--- src/core/cmfc_pkg.sv ---
// shared constants, state codes and carriers for the charger mode and fault controller
package cmfc_pkg;
  // clock and timing figures
  localparam int unsigned CLK_MHZ = 40;
  localparam int unsigned RESUME_MS = 110; // delay before charging resumes
  localparam int unsigned RESUME_CYC = RESUME_MS * CLK_MHZ * 1000;
  localparam int unsigned PULSE_US = 128; // event pulse width
  localparam int unsigned PULSE_CYC = PULSE_US * CLK_MHZ;
  localparam int unsigned OVP_DGL_US = 100; // overvoltage deglitch
  localparam int unsigned OVP_DGL_CYC = OVP_DGL_US * CLK_MHZ;
  localparam int unsigned SC_DGL_US = 50; // short circuit deglitch
  localparam int unsigned SC_DGL_CYC = SC_DGL_US * CLK_MHZ;
  localparam int unsigned SC_REC_US = 2000; // short circuit recovery
  localparam int unsigned SC_REC_CYC = SC_REC_US * CLK_MHZ;
  localparam int unsigned BAT_DGL_US = 50; // battery undervoltage deglitch
  localparam int unsigned BAT_DGL_CYC = BAT_DGL_US * CLK_MHZ;
  localparam int unsigned CNT_W = 23; // wide enough for the resume delay
  localparam int unsigned DGL_W = 13; // wide enough for any deglitch count
  // variant codes, also the overvoltage threshold selector
  localparam logic [1:0] VAR_10V5 = 2'h0;
  localparam logic [1:0] VAR_14V = 2'h1;
  localparam logic [1:0] VAR_6V5 = 2'h2;
  // inhibit bit value after reset, indexed by variant code
  localparam logic [3:0] INH_RST_BY_VAR = 4'h2;
  // state and fault codes
  localparam logic [1:0] SC_READY = 2'h0;
  localparam logic [1:0] SC_CHARGING = 2'h1;
  localparam logic [1:0] SC_FAULT = 2'h3;
  localparam logic [2:0] FC_NONE = 3'h0;
  localparam logic [2:0] FC_OVP = 3'h1;
  localparam logic [2:0] FC_SLEEP = 3'h2;

  typedef enum logic [2:0] {
    ST_HIZ = 3'h0,
    ST_BATT = 3'h1,
    ST_SC_OFF = 3'h2,
    ST_OVP = 3'h3,
    ST_SLEEP = 3'h4,
    ST_INHIBIT = 3'h5,
    ST_RESUME = 3'h6,
    ST_CHARGE = 3'h7
  } cmfc_state_e;

  // raw comparator and pin levels, asynchronous to the clock
  typedef struct packed {
    logic vin_above_uvlo;
    logic vin_above_sleep;
    logic vin_above_ovp;
    logic vin_at_droop;
    logic bat_above_uvlo;
    logic dischg_over_limit;
    logic chip_disable_pin;
  } cmfc_ana_s;

  // power path controls
  typedef struct packed {
    logic buck_en;
    logic bat_fet_on;
    logic ext_fet_gate;
    logic sysreg_high;
  } cmfc_path_s;

  // host visible status
  typedef struct packed {
    logic [1:0] state_code;
    logic [2:0] fault_code;
    logic droop_flag;
  } cmfc_stat_s;
endpackage

--- src/core/cmfc_filt.sv ---
// two flop synchroniser with a rising edge deglitch counter
`timescale 1ns/10ps
module cmfc_filt #(
  parameter logic [cmfc_pkg::DGL_W-1:0] N = 13'h0001
) (
  // clock and reset
  input wire logic i_clk,
  input wire logic i_rst,
  // raw level
  input wire logic i_raw,
  // filtered levels
  output logic o_sync,
  output logic o_dgl
);
  import cmfc_pkg::*;

  logic meta_r; // first stage, read only by the second
  logic sync_r; // second stage
  logic [DGL_W-1:0] cnt_r; // cycles the level has stayed high
  logic dgl_r;
  logic [DGL_W-1:0] cnt_nxt;
  wire at_end = (cnt_r == N);

  // count up while high, hold at the end, restart on any low
  assign cnt_nxt = !sync_r ? '0 : (at_end ? cnt_r : cnt_r + 1'b1);

  // falling edge passes at once: only a lasting high is trusted
  always_ff @(posedge i_clk) begin
    if (i_rst) begin
      meta_r <= 1'b0;
      sync_r <= 1'b0;
      cnt_r <= '0;
      dgl_r <= 1'b0;
    end else begin
      meta_r <= i_raw;
      sync_r <= meta_r;
      cnt_r <= cnt_nxt;
      dgl_r <= sync_r && (cnt_nxt == N);
    end
  end

  assign o_sync = sync_r;
  assign o_dgl = dgl_r;
endmodule

--- src/core/cmfc_ctrl.sv ---
// charger mode sequencing: high impedance, battery only, sleep, overvoltage, droop, inhibit
`timescale 1ns/10ps
module cmfc_ctrl #(
  parameter int unsigned RESUME_CYC_P = cmfc_pkg::RESUME_CYC,
  parameter int unsigned PULSE_CYC_P = cmfc_pkg::PULSE_CYC,
  parameter int unsigned SC_REC_CYC_P = cmfc_pkg::SC_REC_CYC,
  parameter logic [1:0] VARIANT = cmfc_pkg::VAR_10V5
) (
  // clock and reset
  input wire logic i_clk,
  input wire logic i_rst,
  // analog comparators and the disable pin, asynchronous
  input wire cmfc_pkg::cmfc_ana_s i_ana,
  // host control bits
  input wire logic i_hiz_req,
  input wire logic i_dbl_timer,
  input wire logic i_inh_wr,
  input wire logic i_inh_wdata,
  input wire logic i_fault_read,
  // power path
  output cmfc_pkg::cmfc_path_s o_path,
  // status and event pins
  output cmfc_pkg::cmfc_stat_s o_stat,
  output logic o_stat_pulse,
  output logic o_int_pulse,
  // charge engine controls
  output logic o_charge_start,
  output logic o_timer_reset,
  output logic o_timer_extend,
  output logic o_term_en,
  output logic o_chg_cur_reduce,
  output logic o_charge_inhibit,
  output logic [1:0] o_ovp_sel
);
  import cmfc_pkg::*;

  // synchronised and deglitched inputs
  logic uvlo_s, sleep_s, ovp_s, droop_s, cd_s;
  logic ovp_dgl, bat_dgl, sc_dgl;

  // pins pass two flops before use, deglitch where timing matters
  cmfc_filt #(.N(13'h0001)) u_uvlo (
    .i_clk(i_clk), .i_rst(i_rst), .i_raw(i_ana.vin_above_uvlo),
    .o_sync(uvlo_s), .o_dgl());
  cmfc_filt #(.N(13'h0001)) u_sleep (
    .i_clk(i_clk), .i_rst(i_rst), .i_raw(i_ana.vin_above_sleep),
    .o_sync(sleep_s), .o_dgl());
  cmfc_filt #(.N(13'h0001)) u_droop (
    .i_clk(i_clk), .i_rst(i_rst), .i_raw(i_ana.vin_at_droop),
    .o_sync(droop_s), .o_dgl());
  cmfc_filt #(.N(13'h0001)) u_cd (
    .i_clk(i_clk), .i_rst(i_rst), .i_raw(i_ana.chip_disable_pin),
    .o_sync(cd_s), .o_dgl());
  cmfc_filt #(.N(DGL_W'(OVP_DGL_CYC))) u_ovp (
    .i_clk(i_clk), .i_rst(i_rst), .i_raw(i_ana.vin_above_ovp),
    .o_sync(ovp_s), .o_dgl(ovp_dgl));
  cmfc_filt #(.N(DGL_W'(BAT_DGL_CYC))) u_bat (
    .i_clk(i_clk), .i_rst(i_rst), .i_raw(i_ana.bat_above_uvlo),
    .o_sync(), .o_dgl(bat_dgl));
  cmfc_filt #(.N(DGL_W'(SC_DGL_CYC))) u_sc (
    .i_clk(i_clk), .i_rst(i_rst), .i_raw(i_ana.dischg_over_limit),
    .o_sync(), .o_dgl(sc_dgl));

  // state and counters
  cmfc_state_e st_r, st_nxt;
  logic [CNT_W-1:0] cnt_r, cnt_nxt; // dwell time in the current state
  logic [CNT_W-1:0] pls_r, pls_nxt; // remaining event pulse cycles
  logic inh_r, inh_nxt; // charge inhibit bit
  cmfc_stat_s stat_nxt;
  cmfc_path_s path_nxt;

  // mode causes, in priority order
  wire no_input = !uvlo_s; // undervoltage, battery feeds the rail
  wire hiz_force = i_hiz_req | cd_s;
  wire ovp_hold = ovp_dgl | ((st_r == ST_OVP) & ovp_s);
  wire sleep_cond = !sleep_s; // input under battery plus offset
  wire inh_wr0 = i_inh_wr & !i_inh_wdata;
  wire cnt_end_res = (cnt_r == CNT_W'(RESUME_CYC_P - 1));
  wire cnt_end_rec = (cnt_r == CNT_W'(SC_REC_CYC_P - 1));
  // valid input: above undervoltage, above sleep, below overvoltage
  wire in_valid = !no_input & !hiz_force & !ovp_hold & !sleep_cond;
  wire go_chg = inh_r ? 1'b0 : 1'b1;
  wire ev_sleep = (st_nxt == ST_SLEEP) & (st_r != ST_SLEEP);
  wire ev_ovp = (st_nxt == ST_OVP) & (st_r != ST_OVP);
  wire droop_act = (st_nxt == ST_CHARGE) & droop_s;

  // host written inhibit bit; a new value takes effect next cycle
  assign inh_nxt = i_inh_wr ? i_inh_wdata : inh_r;

  // next state: causes first, then the per state sequence
  always_comb begin
    st_nxt = st_r;
    if (no_input) begin
      // undervoltage is a high impedance cause; battery path rules apply
      if (st_r != ST_BATT && st_r != ST_SC_OFF) begin
        st_nxt = ST_BATT;
      end else if (st_r == ST_BATT && bat_dgl && sc_dgl) begin
        st_nxt = ST_SC_OFF;
      end else if (st_r == ST_SC_OFF && cnt_end_rec) begin
        st_nxt = ST_BATT; // retest the short
      end
    end else if (hiz_force) begin
      st_nxt = ST_HIZ;
    end else if (ovp_hold) begin
      st_nxt = ST_OVP;
    end else if (sleep_cond) begin
      st_nxt = ST_SLEEP;
    end else begin
      case (st_r)
        ST_HIZ, ST_BATT, ST_SC_OFF: begin
          st_nxt = ST_RESUME; // leaving high impedance waits first
        end
        ST_RESUME: begin
          if (cnt_end_res) begin
            st_nxt = go_chg ? ST_CHARGE : ST_INHIBIT;
          end
        end
        ST_OVP, ST_SLEEP: begin
          st_nxt = go_chg ? ST_CHARGE : ST_INHIBIT;
        end
        ST_INHIBIT: begin
          if (inh_wr0) begin
            st_nxt = ST_CHARGE;
          end
        end
        ST_CHARGE: begin
          if (i_inh_wr && i_inh_wdata) begin
            st_nxt = ST_INHIBIT; // host stops the cycle
          end
        end
        default: begin
          st_nxt = ST_HIZ;
        end
      endcase
    end
  end

  // dwell counter restarts on every state change
  assign cnt_nxt = (st_nxt != st_r) ? '0 : cnt_r + 1'b1;

  // event pulse: one load per entry, a second event restarts it
  assign pls_nxt = (ev_sleep | ev_ovp) ? CNT_W'(PULSE_CYC_P)
                 : (pls_r != '0) ? pls_r - 1'b1 : '0;

  // power path per state; overvoltage kills the buck without deglitch
  always_comb begin
    path_nxt = '0;
    case (st_nxt)
      ST_HIZ, ST_OVP, ST_SLEEP: begin
        path_nxt.bat_fet_on = 1'b1;
        path_nxt.ext_fet_gate = 1'b1;
      end
      ST_BATT: begin
        path_nxt.bat_fet_on = bat_dgl;
        path_nxt.ext_fet_gate = bat_dgl;
      end
      ST_SC_OFF: begin
        path_nxt.bat_fet_on = 1'b0;
      end
      ST_INHIBIT, ST_RESUME: begin
        path_nxt.buck_en = 1'b1;
        path_nxt.sysreg_high = 1'b1;
      end
      ST_CHARGE: begin
        path_nxt.buck_en = 1'b1;
        path_nxt.bat_fet_on = 1'b1;
      end
      default: begin
        path_nxt = '0;
      end
    endcase
    if (ovp_s) begin
      path_nxt.buck_en = 1'b0;
    end
  end

  // status codes: state code follows the mode, fault code is sticky
  always_comb begin
    stat_nxt.droop_flag = droop_act;
    case (st_nxt)
      ST_CHARGE: stat_nxt.state_code = SC_CHARGING;
      ST_SLEEP, ST_OVP: stat_nxt.state_code = SC_FAULT;
      default: stat_nxt.state_code = SC_READY;
    endcase
    // a new event wins over a read in the same cycle
    if (ev_ovp) begin
      stat_nxt.fault_code = FC_OVP;
    end else if (ev_sleep) begin
      stat_nxt.fault_code = FC_SLEEP;
    end else if (i_fault_read && (st_nxt != ST_OVP) && (st_nxt != ST_SLEEP)) begin
      stat_nxt.fault_code = FC_NONE;
    end else begin
      stat_nxt.fault_code = o_stat.fault_code;
    end
  end

  // state, counters and inhibit bit
  always_ff @(posedge i_clk) begin
    if (i_rst) begin
      st_r <= ST_HIZ;
      cnt_r <= '0;
      pls_r <= '0;
      inh_r <= INH_RST_BY_VAR[VARIANT];
    end else begin
      st_r <= st_nxt;
      cnt_r <= cnt_nxt;
      pls_r <= pls_nxt;
      inh_r <= inh_nxt;
    end
  end

  // every output is a flop fed from the next values above, except o_ovp_sel, which reloads VARIANT
  always_ff @(posedge i_clk) begin
    if (i_rst) begin
      o_path <= 4'h6; // reset state is high impedance: both fets on
      o_stat <= '0;
      o_stat_pulse <= 1'b0;
      o_int_pulse <= 1'b0;
      o_charge_start <= 1'b0;
      o_timer_reset <= 1'b0;
      o_timer_extend <= 1'b0;
      o_term_en <= 1'b0;
      o_chg_cur_reduce <= 1'b0;
      o_charge_inhibit <= INH_RST_BY_VAR[VARIANT];
      o_ovp_sel <= VARIANT;
    end else begin
      o_path <= path_nxt;
      o_stat <= stat_nxt;
      o_stat_pulse <= (pls_nxt != '0);
      o_int_pulse <= (pls_nxt != '0);
      o_charge_start <= (st_nxt == ST_CHARGE) & ((st_r != ST_CHARGE) | inh_wr0);
      o_timer_reset <= ((st_nxt == ST_HIZ) | (st_nxt == ST_BATT)) & (st_r == ST_HIZ ?
                       1'b0 : (st_r != ST_BATT) & (st_r != ST_SC_OFF));
      o_timer_extend <= droop_act & i_dbl_timer;
      o_term_en <= (st_nxt == ST_CHARGE) & !droop_act;
      o_chg_cur_reduce <= droop_act;
      o_charge_inhibit <= inh_nxt;
      o_ovp_sel <= VARIANT;
    end
  end
endmodule

--- config.mk ---
export PLATFORM = sky130hd
export DESIGN_NAME = cmfc_ctrl
export DESIGN_NICKNAME = d
export VERILOG_FILES = /design/src/core/cmfc_pkg.sv /design/src/core/cmfc_filt.sv /design/src/core/cmfc_ctrl.sv
export SDC_FILE = /design/constraint.sdc
export NUM_CORES = 1
export LEC_CHECK = 0
export BUFFER_PORTS_ARGS = -buffer_cell sky130_fd_sc_hd__buf_2
export CAP_MARGIN = 15
export CELL_PAD_IN_SITES_DETAIL_PLACEMENT = 0
export CELL_PAD_IN_SITES_GLOBAL_PLACEMENT = 1
export CORE_UTILIZATION = 35
export DETAILED_ROUTE_END_ITERATION = 12
export GPL_ROUTABILITY_DRIVEN = 0
export GPL_TIMING_DRIVEN = 0
export PLACE_DENSITY_LB_ADDON = 0.1
export SKIP_LAST_GASP = 1
export SLEW_MARGIN = 20
export SYNTH_ARGS = -nofsm -noshare
export SYNTH_HDL_FRONTEND = slang
export SYNTH_SLANG_ARGS = --single-unit
--- constraint.sdc ---
create_clock -name i_clk -period 3.59 [get_ports i_clk]
set_clock_uncertainty 0.15 [all_clocks]
set_input_delay 0 -clock i_clk [delete_from_list [all_inputs] [get_ports i_clk]]
set_output_delay 0 -clock i_clk [all_outputs]
set_load 0.01 [all_outputs]
==> flow_metrics.tcl, run 1 <==
set metrics [dict create \
    cts_tree "done" \
    ant_nets 0 \
    cellPowerDensity_mw_per_mm2 617 \
    ys_seq_area_share_pct 40.3 \
    cts_hold_buf 14 \
    grt_pass1_vias 4610 \
    finalCriticalPeriod_ns 3.01 \
    m1WireLength_um 6590 \
    final_nets 781 \
    synthCells 693 \
    fin_tns_setup_ns 0 \
    synth_edf_count 0 \
    critPathLaunchType "flip-flop" \
    highest_layer "met4" \
    ys_warn_count 0 \
    start_util_pct 35.9 \
    dr.pass1.iters 4 \
    die_x_um 132 \
    via_per_inst 4.82 \
    rsz0062_at_grt "no" \
    num_rows 47 \
    wl_per_cell_um 13.6 \
    yosys.area.top_type "dfxtp_1" \
    cts_sinks 120 \
    core_mm2 0.0166 \
    required_ns 3.81 \
    ir_drop_mv 0.361 \
    arrival_ns 3.23 \
    maxSlewViolCount 0 \
    port_buffers 30 \
    wl_met3_um 353 \
    async_flop_share_pct 0 \
    fp.dieH_um 132 \
    hold_viol 0 \
    wl_um 13500 \
    cts_resized 0 \
    synth.distinct_cells 70 \
    clkLatencyLatePin_ns 0.43 \
    antenna_found_initial 0 \
    finalSetupViolCount 0 \
    drc_errors 0 \
    vias 4775 \
    n_antenna_cell 0 \
    synthTopCellsByArea "dfxtp_1, nor2_1, xnor2_1" \
    grt_overflow 0 \
    tightest_slew_ns 0.751 \
    outcome "complete, no violations" \
    drt-initial-drc-count 217 \
    fill_cells 1719 \
    wl_met2_um 6470 \
    synth_seq_cells 120 \
    die_area_mm2 0.0175 \
    power.leakage_nw 2.53 \
    slew_headroom_pct 49.5 \
    hold_ws_ns 0.186 \
    synth_most_common_cell "dfxtp_1" \
    cts_root_buffer "clkbuf_16" \
    max_freq_ghz 0.333 \
    min_path_type "primary input to flip-flop" \
    syn_avg_cell_area_um2 8.59 \
    cap_violations 0 \
    cts_buffers 17 \
    clockBufferDepth 2 \
    grt_max_degree 17 \
    synthFlopType "dfxtp_1" \
    finalCritPeriodShare_pct 83.8 \
    endpoint_kind "flip-flop" \
    num_io_pins 34 \
    syn_area_mm2 0.00595 \
    synthTopCellsByCount "dfxtp_1, nor2_1, nand2_1, xnor2_1, xor2_1" \
    yosysTopAreaCellShare_pct 40.3 \
    drive_gt1_share_pct 13.7 \
    crit_type "flip-flop to flip-flop" \
    grt_pass1_wl_um 22700 \
    cts.htree.levels 4 \
    area_growth_pct 19.1 \
    grt.total_usage_pct 16.5 \
    clkTransAtPathRegs_ns 0.05 \
    post-cts-setup-buffers 0 \
    dp_hpwl_um 9660 \
    cp_max_fo 10 \
]
==> report_power, final <==
group / internal (W) / leakage [nW] / switching, W
combinational: 0.000471 / 1.28 / 0.000705
sequential: 0.00145 / 0.975 / 0.000123
clock: 0.00102 / 0.276 / 0.000601
==> critical path, cell delays in order (launching register included) <==
cell and delay [ns]:
dfxtp_1 0.40, nand2_1 0.12, nor4_1 0.63, a2111oi_4 0.16
o22ai_2 0.39, xor2_1 0.11, or4_1 0.52, buf_2 0.19
buf_8 0.18, nor2_4 0.10
==> logic make-up after synthesis <==
group,synth area share [%]
multiplexers,0.504
flip-flops,40.3
buffers and inverters,4.66
adder cells (fa/ha/maj),1.89
other,0.0630
AND/OR/NAND/NOR,32.0
XOR/XNOR,11.2
AO/OA/AOI/OAI,9.39
==> through the flow <==
step	area, µm²	cells	power, W	utilization, %	worst slack, ns
2_1_floorplan	5960	695	0.00250	-	0.866
3_3_place_gp	6390	945	0.00277	38.5	0.555
3_5_place_dp	6390	945	0.00277	38.5	0.516
4_1_cts	7090	991	0.00443	42.7	0.497
5_1_grt	7090	991	0.00467	42.7	0.329
6_report	7090	991	0.00437	42.7	0.583
==> per-layer routing <==
layer | global-route usage, % | up-vias
met2 | 26.4 | 47
met4 | 7.02 | 0
met3 | 3.75 | 4
met5 | 0 | -
li1 | - | 2501
met1 | 21.2 | 2223
==> state kept, by name, indices dropped and copies added, names as in the netlist, 3 cells and up <==
register and flops:
cnt_r 23, o_stat 4, pls_r 23, o_path 4, st_r 3, u_sc.cnt_r 13
u_bat.cnt_r 13, u_ovp.cnt_r 13
==> placed cells by master (no fill, tap or decap), drive strengths merged, types with 10 or more instances in the layout <==
cell         count
clkbuf          44
a21oi           23
buf             45
dfxtp          120
xnor2           44
o21ai           15
nand4           14
nand2           58
nor2b           26
inv             20
dlygate4sd3     14
and3            19
nor2           123
xor2            32
nand2b          10
nor3            16
nor4            10
nand3           27
==> area by class of cell <==
type	count	area, µm²	area share, %
Clock buffer	24	492	6.94
Clock inverter	8	70.1	0.988
Sequential cell	120	2400	33.9
Tap cell	220	275	3.88
Timing Repair Buffer	44	290	4.09
Buffer	35	203	2.86
Inverter	20	75.1	1.06
Multi-Input combinational cell	520	3280	46.3
==> final timing paths <==
path,cells past startpoint,slack [ns],end,start
worst min-delay path,3,0.19,u_sc.meta_r,i_ana[1]
worst max-delay path,9,0.58,cnt_r[21],cnt_r[16]
worst max register to register,9,0.58,cnt_r[21],cnt_r[16]
worst min register to register,1,0.28,u_ovp.o_sync,u_ovp.meta_r
Power figures use the tool's default switching activity.
==> inputs of run 2 (changes only) <==
==> constraint.sdc (replaced) <==
create_clock -name i_clk -period 2.5 [get_ports i_clk]
set_clock_uncertainty 0.15 [all_clocks]
set_input_delay 0 -clock i_clk [delete_from_list [all_inputs] [get_ports i_clk]]
set_output_delay 0 -clock i_clk [all_outputs]
set_load 0.01 [all_outputs]
==> run 2 against run 1 <==
The flow now finishes with violations (negative setup slack). Setup slack got worse by 0.79 ns. Clock-buffer cell count decreased by 5. Core utilization increased by 3.3 points. Sequential share of layout area decreased by 2.2 points. Sequential power increased by 46%. Clock power increased by 46%. Via count increased by 3.3%. Critical endpoint is now cnt_r[16].
==> flow_metrics.tcl, run 2 (synthesis results as in run 1) <==
set metrics [dict create \
    clockBufferDepth 2 \
    rsz0062_at_grt "yes" \
    largestRegisters "cnt_r (23), pls_r (23)" \
    setup_ws_ns -0.210 \
    place_inst 945 \
    final_nets 798 \
    tightest_slew_ns 0.600 \
    r2r_cells 10 \
    worst-r2r-setup-slack_ns -0.21 \
    dp_hpwl_um 9640 \
    die_area_mm2 0.0175 \
    num_rows 47 \
    path_cells "ha_4 > and4_4 > and4_4 > a21oi_1 > a211o_1 > xnor2_2 > or4_4 > buf_12 > buf_12 > nor2_4" \
    dr.pass1.iters 4 \
    power.leakage_nw 2.75 \
    ant_nets 0 \
    cts.htree.levels 4 \
    r2r_start "cnt_r[0]" \
    violations "negative setup slack" \
    drc_errors 0 \
    finalSetupViolCount 45 \
    cts_sinks 120 \
    ir_drop_mv 0.657 \
    drt-initial-drc-count 232 \
    cellPowerDensity_mw_per_mm2 868 \
    crit_end "cnt_r[16]" \
    cap_violations 0 \
    crit_type "flip-flop to flip-flop" \
    final_common_cell "dfxtp_1" \
    required_ns 2.70 \
    die_x_um 132 \
    via_per_inst 4.89 \
    drive_gt1_share_pct 22.8 \
    area_growth_pct 28.3 \
    clkLatencyLatePin_ns 0.41 \
    cts_root_buffer "clkbuf_16" \
    antenna_found_initial 0 \
    start_util_pct 35.9 \
    arrival_ns 2.91 \
    cp_max_fo 5 \
    slowest_delay_ns 0.43 \
    grt_pass1_vias 4779 \
    critPathLaunchType "flip-flop" \
    grt_overflow 0 \
    grt_pass1_wl_um 23400 \
    most-common-layout-cells "dfxtp_1, nor2_1, nand2_1" \
    clkTransAtPathRegs_ns 0.05 \
    max_freq_ghz 0.369 \
    worst_r2r_endpoint "cnt_r[16]" \
    endpoint_kind "flip-flop" \
    port_buffers 30 \
    final_cells 1008 \
    slew_headroom_pct 59.7 \
    outcome "complete, but fails checks" \
    cts_tree "done" \
    min_path_type "primary input to flip-flop" \
    grt.total_usage_pct 16.8 \
    num_io_pins 34 \
    pre_cts_slack_ns -0.550 \
    fp.dieH_um 132 \
    grt_max_degree 17 \
    maxSlewViolCount 0 \
    core_mm2 0.0166 \
    finalCritPeriodShare_pct 108 \
    cts_buffers 17 \
    n_antenna_cell 0 \
    finalCriticalPeriod_ns 2.71 \
    startpoint "cnt_r[0]" \
    crit_path_top_delay_cell "or4_4" \
    vias 4934 \
    hold_viol 0 \
    wl_um 14200 \
    wl_per_cell_um 14.1 \
]
[run 2: changes by cell type in the layout (fill, tap and decap cells not counted), sizes merged]
cell | before | now
buf | 45 | 67
clkbuf | 44 | 34
clkinv | 5 | 8
bufinv | 1 | 2
clkinvlp | 2 | 3
[run 2: power breakdown]
| group | switching (W) | internal (W) |
|---|---|---|
| logic | 0.00111 | 0.000843 |
| registers | 0.000214 | 0.00209 |
| clock network | 0.000889 | 0.00148 |
[run 2: metrics by stage]
step / power (W) / TNS, ns / cell area, µm² / hold slack, ns / util, %
6_report: 0.00663 / -6.46 / 7640 / 0.206 / 46.1
4_1_cts: 0.00658 / -12.07 / 7430 / 0.189 / 44.8
3_3_place_gp: 0.00399 / -19.04 / 6410 / 0.0760 / 38.7
5_1_grt: 0.00700 / -10.12 / 7640 / 0.190 / 46.1
2_1_floorplan: 0.00359 / -3.15 / 5990 / -0.0218 / -
3_5_place_dp: 0.00399 / -18.83 / 6410 / 0.0798 / 38.7
[run 2: worst min-delay path by stage]
stage          startpoint            end  slack [ns]  cells after the start
2_1_floorplan    i_ana[2]   u_bat.meta_r       -0.02                      1
3_3_place_gp     i_ana[1]    u_sc.meta_r        0.08                      2
3_5_place_dp     i_ana[1]    u_sc.meta_r        0.08                      2
4_1_cts          i_ana[6]  u_uvlo.meta_r        0.19                      3
5_1_grt          i_ana[1]    u_sc.meta_r        0.19                      3
6_report         i_ana[1]    u_sc.meta_r        0.21                      3
[run 2: timing repair]
item | CTS | global route
setup buffers | 12 | 7
gates cloned | 4 | 0
hold buffers | 14 | 0
endpoints found under the hold margin | 23 | 0
setup endpoints to repair | 53 | 59
pin swaps | 27 | 15
resized for setup | 38 | 44
[run 2: worst max-delay path, delay by kind of cell (launching register included)]
| family | cells | cell delay, ns |
|---|---|---|
| buf+inv | 2 | 0.31 |
| xor+xnor | 1 | 0.15 |
| fa+ha+maj | 1 | 0.16 |
| flops | 1 | 0.38 |
| simple gates | 4 | 1.01 |
| compound gates | 2 | 0.47 |
[run 2: cell type report]
type / count / area (µm²)
clock buffer: 19 / 443
clock inverter: 13 / 130
tap: 220 / 275
buffer: 29 / 215
multi-input combinational: 520 / 3550
sequential: 120 / 2420
fill: 1652 / 8940
timing repair buffer: 67 / 529
inverter: 20 / 75.1
[run 2: metal layers]
layer / up-vias / global-route usage [%] / wire (µm)
met1: 2300 / 20.7 / 6690
met5: - / 0 / 0
met3: 28 / 4.56 / 477
met4: 0 / 5.94 / 314
li1: 2530 / - / -
met2: 76 / 28.1 / 6720
==> inputs of run 3 (changes only) <==
--- a/config.mk
+++ b/config.mk
@@ -9,7 +9,7 @@
 export CAP_MARGIN = 15
 export CELL_PAD_IN_SITES_DETAIL_PLACEMENT = 0
 export CELL_PAD_IN_SITES_GLOBAL_PLACEMENT = 1
-export CORE_UTILIZATION = 35
+export CORE_UTILIZATION = 42
 export DETAILED_ROUTE_END_ITERATION = 12
 export GPL_ROUTABILITY_DRIVEN = 0
 export GPL_TIMING_DRIVEN = 0
==> run 3 against run 2 <==
The run still ends with negative setup slack left. Non-clock buffer count increased by 8. Core utilization increased by 8.8 points. Combinational power about the same. Critical path depth increased by 1. Maximum frequency decreased by 0.32%. Power decreased by 3.4%. Die area decreased by 16%. Cell count decreased by 3.6%. Setup slack got worse by 0.0087 ns. Design area decreased by 0.38%.
==> flow_metrics.tcl, run 3 (synthesis results as in run 1) <==
set metrics [dict create \
    cts_tree "done" \
    core_mm2 0.0139 \
    required_ns 2.70 \
    area_growth_pct 27.8 \
    clkLatencyLatePin_ns 0.42 \
    fp.dieH_um 121 \
    num_io_pins 34 \
    cts_sinks 120 \
    final_nets 806 \
    antenna_found_initial 0 \
    finalCritPeriodShare_pct 109 \
    power_frac_clock_pct 33.2 \
    ir_drop_mv 0.596 \
    ant_nets 0 \
    endpoint_kind "flip-flop" \
    grt_pass1_vias 4743 \
    cts_buffers 17 \
    most-common-layout-cells "dfxtp_1, nor2_1, nand2_1" \
    final_area_mm2 0.00761 \
    wl_per_cell_um 14.4 \
    largestRegisters "cnt_r (23), pls_r (23)" \
    slew_headroom_pct 61.6 \
    grt.total_usage_pct 20.3 \
    grt_max_degree 17 \
    path_cells "ha_4 > and4_4 > and4_4 > buf_4 > a211oi_4 > o22ai_4 > xor2_1 > or4_4 > buf_12 > clkbuf_16 > nor2_4" \
    dp_hpwl_um 9250 \
    hold_viol 0 \
    vias 4941 \
    die_area_mm2 0.0147 \
    post_dp_cell_area_mm2 0.00636 \
    outcome "complete, but fails checks" \
    crit_buf_inv 3 \
    power.leakage_nw 2.76 \
    rsz0062_at_grt "yes" \
    dr.pass1.iters 4 \
    port_buffers 30 \
    combPwrFrac_pct 30.8 \
    crit_path_top_delay_cell "or4_4" \
    fin_tns_setup_ns -5.63 \
    swShare_pct 33.5 \
    tightest_slew_ns 0.572 \
    via_per_inst 5.08 \
    violations "negative setup slack" \
    finalCriticalPeriod_ns 2.72 \
    arrival_ns 2.92 \
    maxSlewViolCount 0 \
    cts.htree.levels 4 \
    finalSetupViolCount 40 \
    seqPwrFrac_pct 36.1 \
    pre_cts_slack_ns -0.562 \
    cp_max_fo 6 \
    final_common_cell "dfxtp_1" \
    drive_gt1_share_pct 24.4 \
    start_util_pct 42.9 \
    grt_overflow 0 \
    post-route-util_pct 54.8 \
    num_rows 43 \
    max_freq_ghz 0.368 \
    setup_ws_ns -0.219 \
    cts_root_buffer "clkbuf_16" \
    critPathTopFamily "simple AND/OR/NAND/NOR gates" \
    crit_type "flip-flop to flip-flop" \
    wl_um 14000 \
    die_x_um 121 \
    total_power_w 0.00640 \
    grt_pass1_wl_um 23200 \
    critPathLaunchType "flip-flop" \
    cap_violations 0 \
    critical_path.most_common_cell "and4_4" \
    drc_errors 0 \
    p_int_w 0.00426 \
    drt-initial-drc-count 337 \
    min_path_type "primary input to flip-flop" \
    clockBufferDepth 2 \
    clkTransAtPathRegs_ns 0.05 \
    slowest_delay_ns 0.53 \
    cellPowerDensity_mw_per_mm2 841 \
    n_antenna_cell 0 \
    p_sw_w 0.00214 \
]
## run 3: changes by cell type in the layout (fill, tap and decap cells not counted), sizes merged
cell and delta:
buf +7, bufinv -2, clkbuf +5, clkinv -3, clkinvlp -3
## run 3: path summary, 6_finish.rpt
path,from,slack [ns],to,cells after the start
worst max register to register,cnt_r[1],-0.22,cnt_r[11],11
worst min-delay path,i_ana[1],0.18,u_sc.meta_r,3
worst min register to register,u_sc.meta_r,0.29,u_sc.o_sync,1
worst max-delay path,cnt_r[1],-0.22,cnt_r[11],11
## run 3: final cells by class
type	instances	area (µm²)
fillers	1332	6270
multi-input cells	520	3570
flip-flops and latches	120	2420
repair buffers	75	594
clock buffers	23	478
well taps	180	225
plain buffers	29	223
inverters	20	75.1
clock inverters	5	25.0
## run 3: layer usage
layer	vias to the layer above	share of wire [%]	routed length (µm)	track usage, %
li1	2544	-	-	-
met1	2318	48	6730	26.3
met2	60	47	6540	31.9
met3	19	3.1	435	5.36
met4	0	1.9	261	8.26
met5	-	0	0	0
## run 3: through the flow
stage,hold WS [ns],std cells
3_3_place_gp,0.0714,905
6_report,0.183,972
3_5_place_dp,0.0676,905
5_1_grt,0.209,972
4_1_cts,0.176,964
2_1_floorplan,-0.0218,695
## run 3: worst register-to-register path: cells and delay by family (launching register included)
kind                       cells  cell delay (ns)
AOI/OAI and AO/OA              2             0.38
xor gates and xnor gates       1             0.17
adders and majority gates      1             0.17
buffers and inverters          3             0.48
DFF                            1             0.34
and+or+nand+nor                4             0.97
## run 3: power groups by stage
stage | logic [W] | registers [W] | clock network [W]
6_report | 0.00197 | 0.00231 | 0.00212
5_1_grt | 0.00219 | 0.00233 | 0.00226
4_1_cts | 0.00182 | 0.00228 | 0.00218
3_5_place_dp | 0.00167 | 0.00230 | 0
3_3_place_gp | 0.00167 | 0.00230 | 0
2_1_floorplan | 0.00133 | 0.00226 | 0
## run 3: timing repair
action / in CTS / in global routing
buffers inserted: 17 / 11
gates resized for setup: 44 / 55
endpoints found under the setup margin: 53 / 56
pin swaps: 22 / 17
hold buffers: 14 / 0
cloned: 3 / 1
hold endpoints to repair: 22 / 0
